File: src/crem_pkg.sv
// Package for the receive-side link event monitor: event codes, unit-mask fields, widths.
// Assumes a single 100 MHz core clock and flit descriptors from the link receiver.
`default_nettype none
package crem_pkg;
  localparam int          CNT_W          = 48;
  localparam int          NUM_CNT        = 4;
  localparam logic [7:0]  EV_VN1_CREDIT  = 8'h39;
  localparam logic [7:0]  EV_ADAPT_CRED  = 8'h1D;
  localparam logic [7:0]  EV_QUEUE_NE    = 8'h0A;
  localparam logic [7:0]  EV_FLIT_G0     = 8'h01;
  localparam logic [7:0]  EV_FLIT_G1     = 8'h02;
  localparam logic [1:0]  MAX_INC_TWO    = 2'h2;
  localparam logic [1:0]  MAX_INC_ONE    = 2'h1;
  // Unit-mask bit positions for credit classes
  localparam int          UM_DRS         = 0;
  localparam int          UM_NCB         = 1;
  localparam int          UM_NCS         = 2;
  localparam int          UM_HOM         = 3;
  localparam int          UM_SNP         = 4;
  localparam int          UM_NDR         = 5;
  // Group 0 unit-mask bits
  localparam int          UM_G0_IDLE     = 0;
  localparam int          UM_G0_DATA     = 1;
  localparam int          UM_G0_NONDATA  = 2;
  // Group 1 unit-mask bits
  localparam int          UM_G1_SNP      = 0;
  localparam int          UM_G1_HOMREQ   = 1;
  localparam int          UM_G1_HOMNREQ  = 2;
  localparam int          UM_G1_DRSDATA  = 3;
  localparam int          UM_G1_DRSHDR   = 4;
  // Flit kind and message class encodings on the receive ports
  typedef enum logic [1:0] {
    CREM_FLIT_IDLE,
    CREM_FLIT_HDR,
    CREM_FLIT_DATA,
    CREM_FLIT_PROT
  } crem_kind_e;
  typedef enum logic [2:0] {
    CREM_CLS_DRS,
    CREM_CLS_NCB,
    CREM_CLS_NCS,
    CREM_CLS_HOM,
    CREM_CLS_SNP,
    CREM_CLS_NDR
  } crem_cls_e;
endpackage
`default_nettype wire

File: src/crem_counter.sv
// One event counter: adds a capped increment while enabled, cleared on request.
// Assumes increment and controls are registered in the core clock domain.
`default_nettype none
module crem_counter
  import crem_pkg::*;
(
  input  wire logic             core_clk,
  input  wire logic             rst,
  input  wire logic             clear,
  input  wire logic [1:0]       inc,
  output logic      [CNT_W-1:0] count
);
  always_ff @(posedge core_clk) begin
    if (rst || clear) begin
      count <= '0;
    end else begin
      count <= count + CNT_W'(inc);
    end
  end
endmodule
`default_nettype wire

File: src/crem_monitor.sv
// Receive-side link event monitor: selects flit and credit events and drives four counters.
// Assumes flit descriptors arrive two lanes per cycle, synchronous to core_clk, from the link receiver.
`default_nettype none
module crem_monitor
  import crem_pkg::*;
(
  input  wire logic                     core_clk,
  input  wire logic                     rst,
  input  wire logic [1:0]               rx_flit_valid,
  input  wire logic [3:0]               rx_flit_kind,
  input  wire logic [5:0]               rx_flit_class,
  input  wire logic [1:0]               rx_flit_is_req,
  input  wire logic [1:0]               rx_vnet1_credit_used,
  input  wire logic [5:0]               rx_vnet1_credit_class,
  input  wire logic                     rx_adaptive_credit_used,
  input  wire logic                     receive_flit_queue_nonempty,
  input  wire logic [NUM_CNT*8-1:0]     cnt_event_sel,
  input  wire logic [NUM_CNT*8-1:0]     cnt_unit_mask,
  input  wire logic [NUM_CNT-1:0]       cnt_enable,
  input  wire logic [NUM_CNT-1:0]       cnt_clear,
  output logic      [NUM_CNT*CNT_W-1:0] cnt_value,
  output logic      [NUM_CNT-1:0]       cnt_bad_event_r
);

  // Does one flit lane match the group-zero mask
  function automatic logic g0_hit(input logic [1:0] kind, input logic [7:0] um);
    logic hit;
    hit = 1'b0;
    if (um[UM_G0_IDLE] && kind == CREM_FLIT_IDLE) hit = 1'b1;
    if (um[UM_G0_DATA] && kind == CREM_FLIT_DATA) hit = 1'b1;
    if (um[UM_G0_NONDATA] && (kind == CREM_FLIT_HDR || kind == CREM_FLIT_PROT)) hit = 1'b1;
    return hit;
  endfunction

  // Does one flit lane match the group-one mask
  function automatic logic g1_hit(input logic [1:0] kind, input logic [2:0] cls, input logic req,
                                  input logic [7:0] um);
    logic hit;
    hit = 1'b0;
    if (um[UM_G1_SNP] && cls == CREM_CLS_SNP && kind != CREM_FLIT_IDLE) hit = 1'b1;
    if (cls == CREM_CLS_HOM && kind != CREM_FLIT_IDLE) begin
      if (um[UM_G1_HOMREQ] && req) hit = 1'b1;
      if (um[UM_G1_HOMNREQ] && !req) hit = 1'b1;
    end
    if (cls == CREM_CLS_DRS) begin
      if (um[UM_G1_DRSDATA] && kind == CREM_FLIT_DATA) hit = 1'b1;
      if (um[UM_G1_DRSHDR] && (kind == CREM_FLIT_HDR || kind == CREM_FLIT_PROT)) hit = 1'b1;
    end
    return hit;
  endfunction

  // Saturating sum of two hits
  function automatic logic [1:0] cap_sum(input logic a, input logic b, input logic [1:0] max_inc);
    logic [1:0] s;
    s = {1'b0, a} + {1'b0, b};
    return (s > max_inc) ? max_inc : s;
  endfunction

  // One credit slot hits when its class bit is selected in the mask
  function automatic logic vn1_hit(input logic used, input logic [2:0] cls, input logic [7:0] um);
    return used && um[cls];
  endfunction

  // Per-cycle ceiling of each event
  function automatic logic [1:0] max_inc(input logic [7:0] ev);
    return (ev == EV_ADAPT_CRED || ev == EV_QUEUE_NE) ? MAX_INC_ONE : MAX_INC_TWO;
  endfunction

  // Event codes this monitor knows; anything else on an enabled counter raises the bad-event flag
  function automatic logic known_event(input logic [7:0] ev);
    logic ok;
    unique case (ev)
      EV_VN1_CREDIT, EV_ADAPT_CRED, EV_QUEUE_NE, EV_FLIT_G0, EV_FLIT_G1: ok = 1'b1;
      default:                                                          ok = 1'b0;
    endcase
    return ok;
  endfunction

  // Link-side inputs registered once for timing; 80-bit flits already assembled from 20/10-bit units
  logic [1:0] valid_r;
  logic [3:0] kind_r;
  logic [5:0] cls_r;
  logic [1:0] req_r;
  logic [1:0] vn1_r;
  logic [5:0] vn1_cls_r;
  logic       adapt_r;
  logic       qne_r;

  // Flit lanes
  always_ff @(posedge core_clk) begin
    if (rst) begin
      valid_r <= '0;
      kind_r  <= '0;
      cls_r   <= '0;
      req_r   <= '0;
    end else begin
      valid_r <= rx_flit_valid;
      kind_r  <= rx_flit_kind;
      cls_r   <= rx_flit_class;
      req_r   <= rx_flit_is_req;
    end
  end

  // Credit slots
  always_ff @(posedge core_clk) begin
    if (rst) begin
      vn1_r     <= '0;
      vn1_cls_r <= '0;
      adapt_r   <= 1'b0;
    end else begin
      vn1_r     <= rx_vnet1_credit_used;
      vn1_cls_r <= rx_vnet1_credit_class;
      adapt_r   <= rx_adaptive_credit_used;
    end
  end

  // Queue occupancy
  always_ff @(posedge core_clk) begin
    if (rst) begin
      qne_r <= 1'b0;
    end else begin
      qne_r <= receive_flit_queue_nonempty;
    end
  end

  logic [1:0] inc_r [NUM_CNT];
  logic [1:0] inc_nxt [NUM_CNT];

  // Per-counter increment from the registered events
  always_comb begin
    logic [7:0] ev;
    logic [7:0] um;
    logic       h0;
    logic       h1;
    ev = '0;
    um = '0;
    h0 = 1'b0;
    h1 = 1'b0;
    for (int c = 0; c < NUM_CNT; c++) begin
      ev = cnt_event_sel[c*8 +: 8];
      um = cnt_unit_mask[c*8 +: 8];
      h0 = 1'b0;
      h1 = 1'b0;
      inc_nxt[c] = '0;
      if (cnt_enable[c]) begin
        unique case (ev)
          EV_VN1_CREDIT: begin
            h0 = vn1_hit(vn1_r[0], vn1_cls_r[2:0], um);
            h1 = vn1_hit(vn1_r[1], vn1_cls_r[5:3], um);
            inc_nxt[c] = cap_sum(h0, h1, max_inc(ev));
          end
          EV_ADAPT_CRED: begin
            inc_nxt[c] = cap_sum(adapt_r, 1'b0, max_inc(ev));
          end
          EV_QUEUE_NE: begin
            inc_nxt[c] = cap_sum(qne_r, 1'b0, max_inc(ev));
          end
          EV_FLIT_G0: begin
            h0 = valid_r[0] && g0_hit(kind_r[1:0], um);
            h1 = valid_r[1] && g0_hit(kind_r[3:2], um);
            inc_nxt[c] = cap_sum(h0, h1, max_inc(ev));
          end
          EV_FLIT_G1: begin
            h0 = valid_r[0] && g1_hit(kind_r[1:0], cls_r[2:0], req_r[0], um);
            h1 = valid_r[1] && g1_hit(kind_r[3:2], cls_r[5:3], req_r[1], um);
            inc_nxt[c] = cap_sum(h0, h1, max_inc(ev));
          end
          default: begin
            inc_nxt[c] = '0;
          end
        endcase
      end
    end
  end

  // Increments registered before they reach the counters
  always_ff @(posedge core_clk) begin
    for (int c = 0; c < NUM_CNT; c++) begin
      if (rst) begin
        inc_r[c] <= '0;
      end else begin
        inc_r[c] <= inc_nxt[c];
      end
    end
  end

  // Flags an enabled counter programmed with an event this monitor does not know
  always_ff @(posedge core_clk) begin
    for (int c = 0; c < NUM_CNT; c++) begin
      if (rst) begin
        cnt_bad_event_r[c] <= 1'b0;
      end else begin
        cnt_bad_event_r[c] <= cnt_enable[c] && !known_event(cnt_event_sel[c*8 +: 8]);
      end
    end
  end

  // All four counters accept every event here, so the 0..3 restriction always holds
  for (genvar g = 0; g < NUM_CNT; g++) begin : g_cnt
    crem_counter u_cnt (
      .core_clk (core_clk),
      .rst      (rst),
      .clear    (cnt_clear[g]),
      .inc      (inc_r[g]),
      .count    (cnt_value[g*CNT_W +: CNT_W])
    );
  end

endmodule
`default_nettype wire

File: config.mk
export PLATFORM = sky130hd
export DESIGN_NAME = crem_monitor
export DESIGN_NICKNAME = d
export VERILOG_FILES = /design/src/crem_pkg.sv /design/src/crem_counter.sv /design/src/crem_monitor.sv
export SDC_FILE = /design/constraint.sdc
export NUM_CORES = 1
export LEC_CHECK = 0
export BUFFER_PORTS_ARGS = -buffer_cell sky130_fd_sc_hd__buf_4
export CORE_AREA = 2 2 179 181
export DETAILED_ROUTE_END_ITERATION = 10
export DIE_AREA = 0 0 181 183
export HOLD_SLACK_MARGIN = 0.12
export PLACE_DENSITY = 0.6
export REMOVE_ABC_BUFFERS = 1
export SLEW_MARGIN = 20
export SYNTH_ARGS = -nofsm -noshare
export SYNTH_HDL_FRONTEND = slang
export SYNTH_SLANG_ARGS = --single-unit
export TNS_END_PERCENT = 1
File: constraint.sdc
create_clock -name core_clk -period 5.5 [get_ports core_clk]
set_clock_uncertainty 0.15 [all_clocks]
set_input_delay 0 -clock core_clk [delete_from_list [all_inputs] [get_ports core_clk]]
set_output_delay 0 -clock core_clk [all_outputs]
set_load 0.01 [all_outputs]
==> Word level (Yosys, flattened, before mapping) <==
Memories as Yosys holds them, arrays and structs flattened.
Cells that the tools add are included.
{ "totals": {"reg_bits": 220, "ramBits": 8, "mem_count": 1} }
{ "op_classes": {"addsub": 16, "n_lt_le_gt_ge": 22, "eq_ne": 30, "n_mux": 175, "bitwise_logic": 4, "reduce_logical": 128} }
{ "memory_table": {"columns": ["memory", "depth", "word_bits", "read_ports", "rd_ports_with_merged_regs", "wr", "line", "source"], "rows": [
  ["inc_r", 4, 2, 4, 0, 4, "crem_monitor.sv:126", "logic [1:0] inc_r [NUM_CNT];"]
]} }
{ "ops": {"columns": ["operator", "count"], "rows": [
  ["$add 48x2->48", 4],
  ["$mux 1", 131],
  ["$logic_and 1x1->1", 102],
  ["$mux 2", 32],
  ["$pmux 2 s5", 4],
  ["$eq 8x1->1 const B", 4],
  ["$eq 8x2->1 const B", 4],
  ["$eq 8x4->1 const B", 4],
  ["$eq 8x5->1 const B", 4],
  ["$eq 8x6->1 const B", 4],
  ["$add 1x1->2", 12],
  ["$bmux 1 s3", 8],
  ["$gt 2x2->1", 12],
  ["$reduce_or 5->1", 4],
  ["$gt 1x2->1", 8],
  ["$logic_or 1x1->1", 10],
  ["$eq 2x2->1 const B", 4],
  ["$lt 3x4->1 const B", 2],
  ["$eq 3x2->1 const B", 2],
  ["$eq 3x3->1 const B", 2],
  ["$logic_not 1->1", 6],
  ["$logic_not 3->1", 2],
  ["$eq 2x1->1 const B", 2],
  ["$logic_not 2->1", 2],
  ["2 further kinds", 6]
]} }

==> Longest topological paths before layout <==
{ "depth": {"ltp_word": 19, "ltp_mapped": 12, "mapped_depth_nobuf": 11} }

==> Hierarchy <==
Synthesis repeated with hierarchy kept, for this count alone.
{ "hier_totals": {"cells_unflattened": 1362, "hier_area_um2": 12005.3} }
{ "modules_own_cells": {"columns": ["mod", "n_inst", "cells_per_inst", "area_per_inst_um2", "seq_area_each_um2"], "rows": [
  ["crem_counter", 4, 260, 2257.2, 960.9],
  ["crem_monitor", 1, 322, 2976.6, 720.7]
]} }

==> Worst setup path before layout <==
OpenSTA, ideal clock, no wires.
{ "synth_timing": {"path_type": "register -> register", "start": "register g_cnt[1].u_cnt.count[0]", "end": "register g_cnt[1].u_cnt.count[44]", "setup_ns": 0.116, "arrival_ns": 2.562, "required_ns": 5.234, "slack_ns": 2.671, "path_stages_with_launch": 10, "n_path_buf": 1, "path_cell_list": "dfxtp_1 -> ha_1 -> inv_1 -> fa_1 -> nor2b_1 -> clkbuf_1 -> nand4_1 -> nor4_1 -> a31oi_1 -> a41o_1"} }
{ "synth_via": {"elab_chain_cells": 1} }
{ "synth_rtl": {"columns": ["item", "line", "source"], "rows": [
  ["start, declared", "crem_counter.sv:11", "output logic [CNT_W-1:0] count"],
  ["start signal, assigned", "crem_counter.sv:17", "count <= count + CNT_W'(inc);"],
  ["$add 48x2->48", "crem_counter.sv:17", null]
]} }
No other way between the ends.
A chain may end at the register's enable or synchronous reset.

==> metrics.yaml <==
grt:
  grt_pass1_vias: 11100
  grt_max_degree: 49
  grt_pass1_wl_mm: 57.0
  grt.overflow.total: 0
  globalRouteTotalUtil_pct: 20.5
  antenna_found_initial: 3
die:
  io_pins: 294
  rows: 65
  core_area_mm2: 0.0312
  die_w_um: 181
  dieArea_mm2: 0.0331
  start_util_pct: 37.6
  die_h_um: 183
sta:
  setup-violations-final: 0
  fin_crit_ps: 3760
  hold_violations: 0
  rsz0062_at_grt: "no"
  drv_slew: 0
  finalSetupTns_ps: 0
  slew-limit-headroom_pct: 32.3
  period_share_pct: 68.4
  worst_slew_pin_slew_ps: 1010
  fmax_mhz: 266
synthesis:
  ys_async_sr_fraction_pct: 0
  yosys.area_share.simple_pct: 31.0
  synthXorXnorAreaFrac_pct: 10.5
  syn_area_mm2: 0.0117
  syn_inst: 1372
  ys.flop_type: "dfxtp_1"
  yosysSeqAreaShare_pct: 38.9
  synth_top_family_by_area: "simple AND/OR/NAND/NOR gates"
  synth_compound_area_share_pct: 8.25
  muxShareOfSynthArea_pct: 5.29
  synth.top_cell.area_share_pct: 38.9
  synth_area_leaders: "dfxtp_1 39%, nor2_1 5.6%, xor2_1 5.4%"
  synth_area_per_cell_um2: 8.55
  yosys.area_share.adder_pct: 2.82
  synth_edf_count: 0
  ys_seq_elements: 228
  yosysTopAreaCell: "dfxtp_1"
  yosysWarnings: 0
  ys_types: 61
clocking:
  clk_latency_ps: 550
  clkTransAtPathRegs_ps: 70
  clock-root-buffer: "clkbuf_16"
  post-cts-setup-buffers: 0
  clock_path_buffers: 3
  cts.sinks: 228
  cts_tree: "done"
  cts_made_buffers: 28
  htreeDepth: 1
layout:
  final-seq-area_mm2: 0.00456
  n_fill_cell: 2976
  area_delta_synth_final_pct: 40.0
  multi_input_area_mm2: 0.00680
  finalNetCount: 1876
  final_layout_size_suffix_gt1_share_pct: 20.8
  fin_area_mm2: 0.0164
critical_path:
  timing.reg2reg.worst_path_depth: 11
  arrival_ps: 4100
  cp_num_buf_inv: 2
  critPathSlowestCell: "nor4b_1"
  cp.depth: 11
  cp_cell_sequence: "nor2_1 -> nor4b_1 -> a21oi_1 -> nor2b_1 -> ha_1 -> nand2_1 -> o22ai_1 -> a32oi_1 -> dlygate4sd3_1 -> nor3_1 -> dlygate4sd3_1"
  crit_required_ps: 5840
  endpoint_kind: "flop"
  startpoint_type: "flop"
  cp_top_family: "simple AND/OR/NAND/NOR gates"
  cp_common_cell: "dlygate4sd3_1"
  cp_max_fo: 14
  worst-setup-path-type: "flop to flop"
  cpPeakStageDelay_ps: 740
drt:
  vias: 11300
  antenna_left: 0
  drtPass1Iterations: 5
  drc: 0
  routedWlPerCell_um: 16.0
  routed_wirelength_mm: 34.9
  drtIter0Drc: 529
  vias_per_cell: 5.19
outcome:
  status: "finished, final reports clean"
worst_hold_path:
  whs_path_depth: 4
  hp-class: "input port to flop"
placed_design:
  placed_cell_area_mm2: 0.0142
  place_congestion: 0.854
  io_buffers: 293
  place_hpwl_mm: 24.9
pwr:
  leakage_nw: 6.22
  irDropWorstVdd_mv: 0.193
  power_density_mw_per_mm2: 240
flow_run:
  timing.max_cap.violations: 0
==> cell usage in the layout, fill, tap and decap left out, types with 6 or more instances in the layout <==
cell type,Yosys,layout
buf_4,0,295
dfxtp_1,228,228
nor2_1,176,176
dlygate4sd3_1,0,117
nand2_1,92,92
xor2_1,72,72
nand3_1,71,71
xnor2_1,68,68
nor2b_1,54,54
a21oi_1,51,51
nand4_1,49,49
inv_1,39,39
o21ai_0,37,37
nor3_1,36,36
and4_1,32,32
or3_1,31,31
nor4_1,32,29
clkbuf_16,0,29
mux2i_1,26,26
and2_1,24,24
and3_1,23,23
ha_1,20,20
mux4_2,16,16
or4_1,16,16
o22ai_1,12,12
o31ai_1,12,12
a22oi_1,11,11
nand2b_1,10,10
nor4b_1,8,8
or2_2,6,6
nor3b_1,6,6
clkbuf_1,54,6
clkbuf_8,0,6
==> what timing repair did <==
item,in CTS,in global routing
hold buffers,117,0
endpoints found under the setup margin,0,0
resized for setup,0,0
hold endpoints to repair,46,0
==> report_power, final <==
part	leakage [nW]	switching, mW	internal, mW
logic	3.88	0.111	0.152
registers	1.84	0.0199	1.66
clock network	0.502	0.726	1.28
==> final cells by class <==
type | instances | area share (%)
Clock inverter | 11 | 1.12
Inverter | 39 | 0.891
Sequential cell | 228 | 27.8
Antenna cell | 3 | 0.0457
Clock buffer | 41 | 5.06
Tap cell | 402 | 3.06
Timing Repair Buffer | 412 | 20.6
Multi-Input combinational cell | 1045 | 41.4
==> tightest hold or removal path, delay by kind of cell <==
| kind | cells | cell delay [ps] |
|---|---|---|
| buffers and inverters | 2 | 650 |
| muxes | 1 | 60 |
| and+or+nand+nor | 1 | 90 |
==> registers in the layout (all words and copies together), names as in the netlist, 2 cells and up <==
signal,flops
kind_r,4
g_cnt.u_cnt.count,192
cnt_bad_event_r,4
req_r,2
inc_r,8
valid_r,2
cls_r,6
vn1_r,2
vn1_cls_r,6
==> cells in the mapped netlist (5+ instances only) <==
library cell  number
xor2_1            72
or4_1             16
mux4_2            16
nor3b_1            6
mux2i_1           26
nor4_1            32
a22oi_1           11
nor4b_1            8
nand2_1           92
and2_1            24
xnor2_1           68
nor3_1            36
dfxtp_1          228
and4_1            32
nand3_1           71
nand2b_1          10
nor2b_1           54
nand4_1           49
a21oi_1           51
o21ai_0           37
or3_1             31
ha_1              20
and3_1            23
or2_2              6
clkbuf_1          54
o22ai_1           12
a31oi_1            5
nor2_1           176
inv_1             39
o31ai_1           12
==> stage by stage <==
| step | std cells | worst slack, ps | power, mW | util, % | hold slack [ps] |
|---|---|---|---|---|---|
| after floorplan | 1312 | 2260 | 1.81 | - | -78.4 |
| final | 2181 | 1740 | 3.95 | 52.6 | 176 |
| after detailed placement | 2009 | 2050 | 1.92 | 45.6 | 68.1 |
| after global routing | 2181 | 1400 | 4.09 | 52.6 | 196 |
| after global placement | 2009 | 2230 | 1.92 | 45.6 | 59.6 |
| after CTS | 2178 | 1830 | 4.00 | 52.6 | 138 |
==> cells by family (layout without fill, tap and decap cells) <==
group / Yosys count / after routing
adders and majority gates: 24 / 24
and+or+nand+nor: 682 / 682
xor gates and xnor gates: 140 / 140
AOI/OAI and AO/OA: 157 / 157
other: 0 / 3
DFF: 228 / 228
buffers and inverters: 99 / 503
muxes: 42 / 42
==> worst paths after layout <==
| path | end | from | slack [ps] |
|---|---|---|---|
| max | inc_r[1][1] | kind_r[0] | 1740 |
| min | g_cnt[1].u_cnt.count[42] | cnt_clear[1] | 180 |
| max reg2reg | inc_r[1][1] | kind_r[0] | 1740 |
| min reg2reg | g_cnt[1].u_cnt.count[47] | g_cnt[1].u_cnt.count[47] | 330 |
==> routing by layer <==
metal / vias up / wire, um / global-route usage, %
met4: 0 / 1010 / 7.25
met2: 334 / 16700 / 35.3
met1: 5285 / 15500 / 26.3
met3: 61 / 1680 / 2.96
li1: 5647 / - / -
met5: - / 0 / 0
Note: power is estimated with default switching activity, not from simulation.
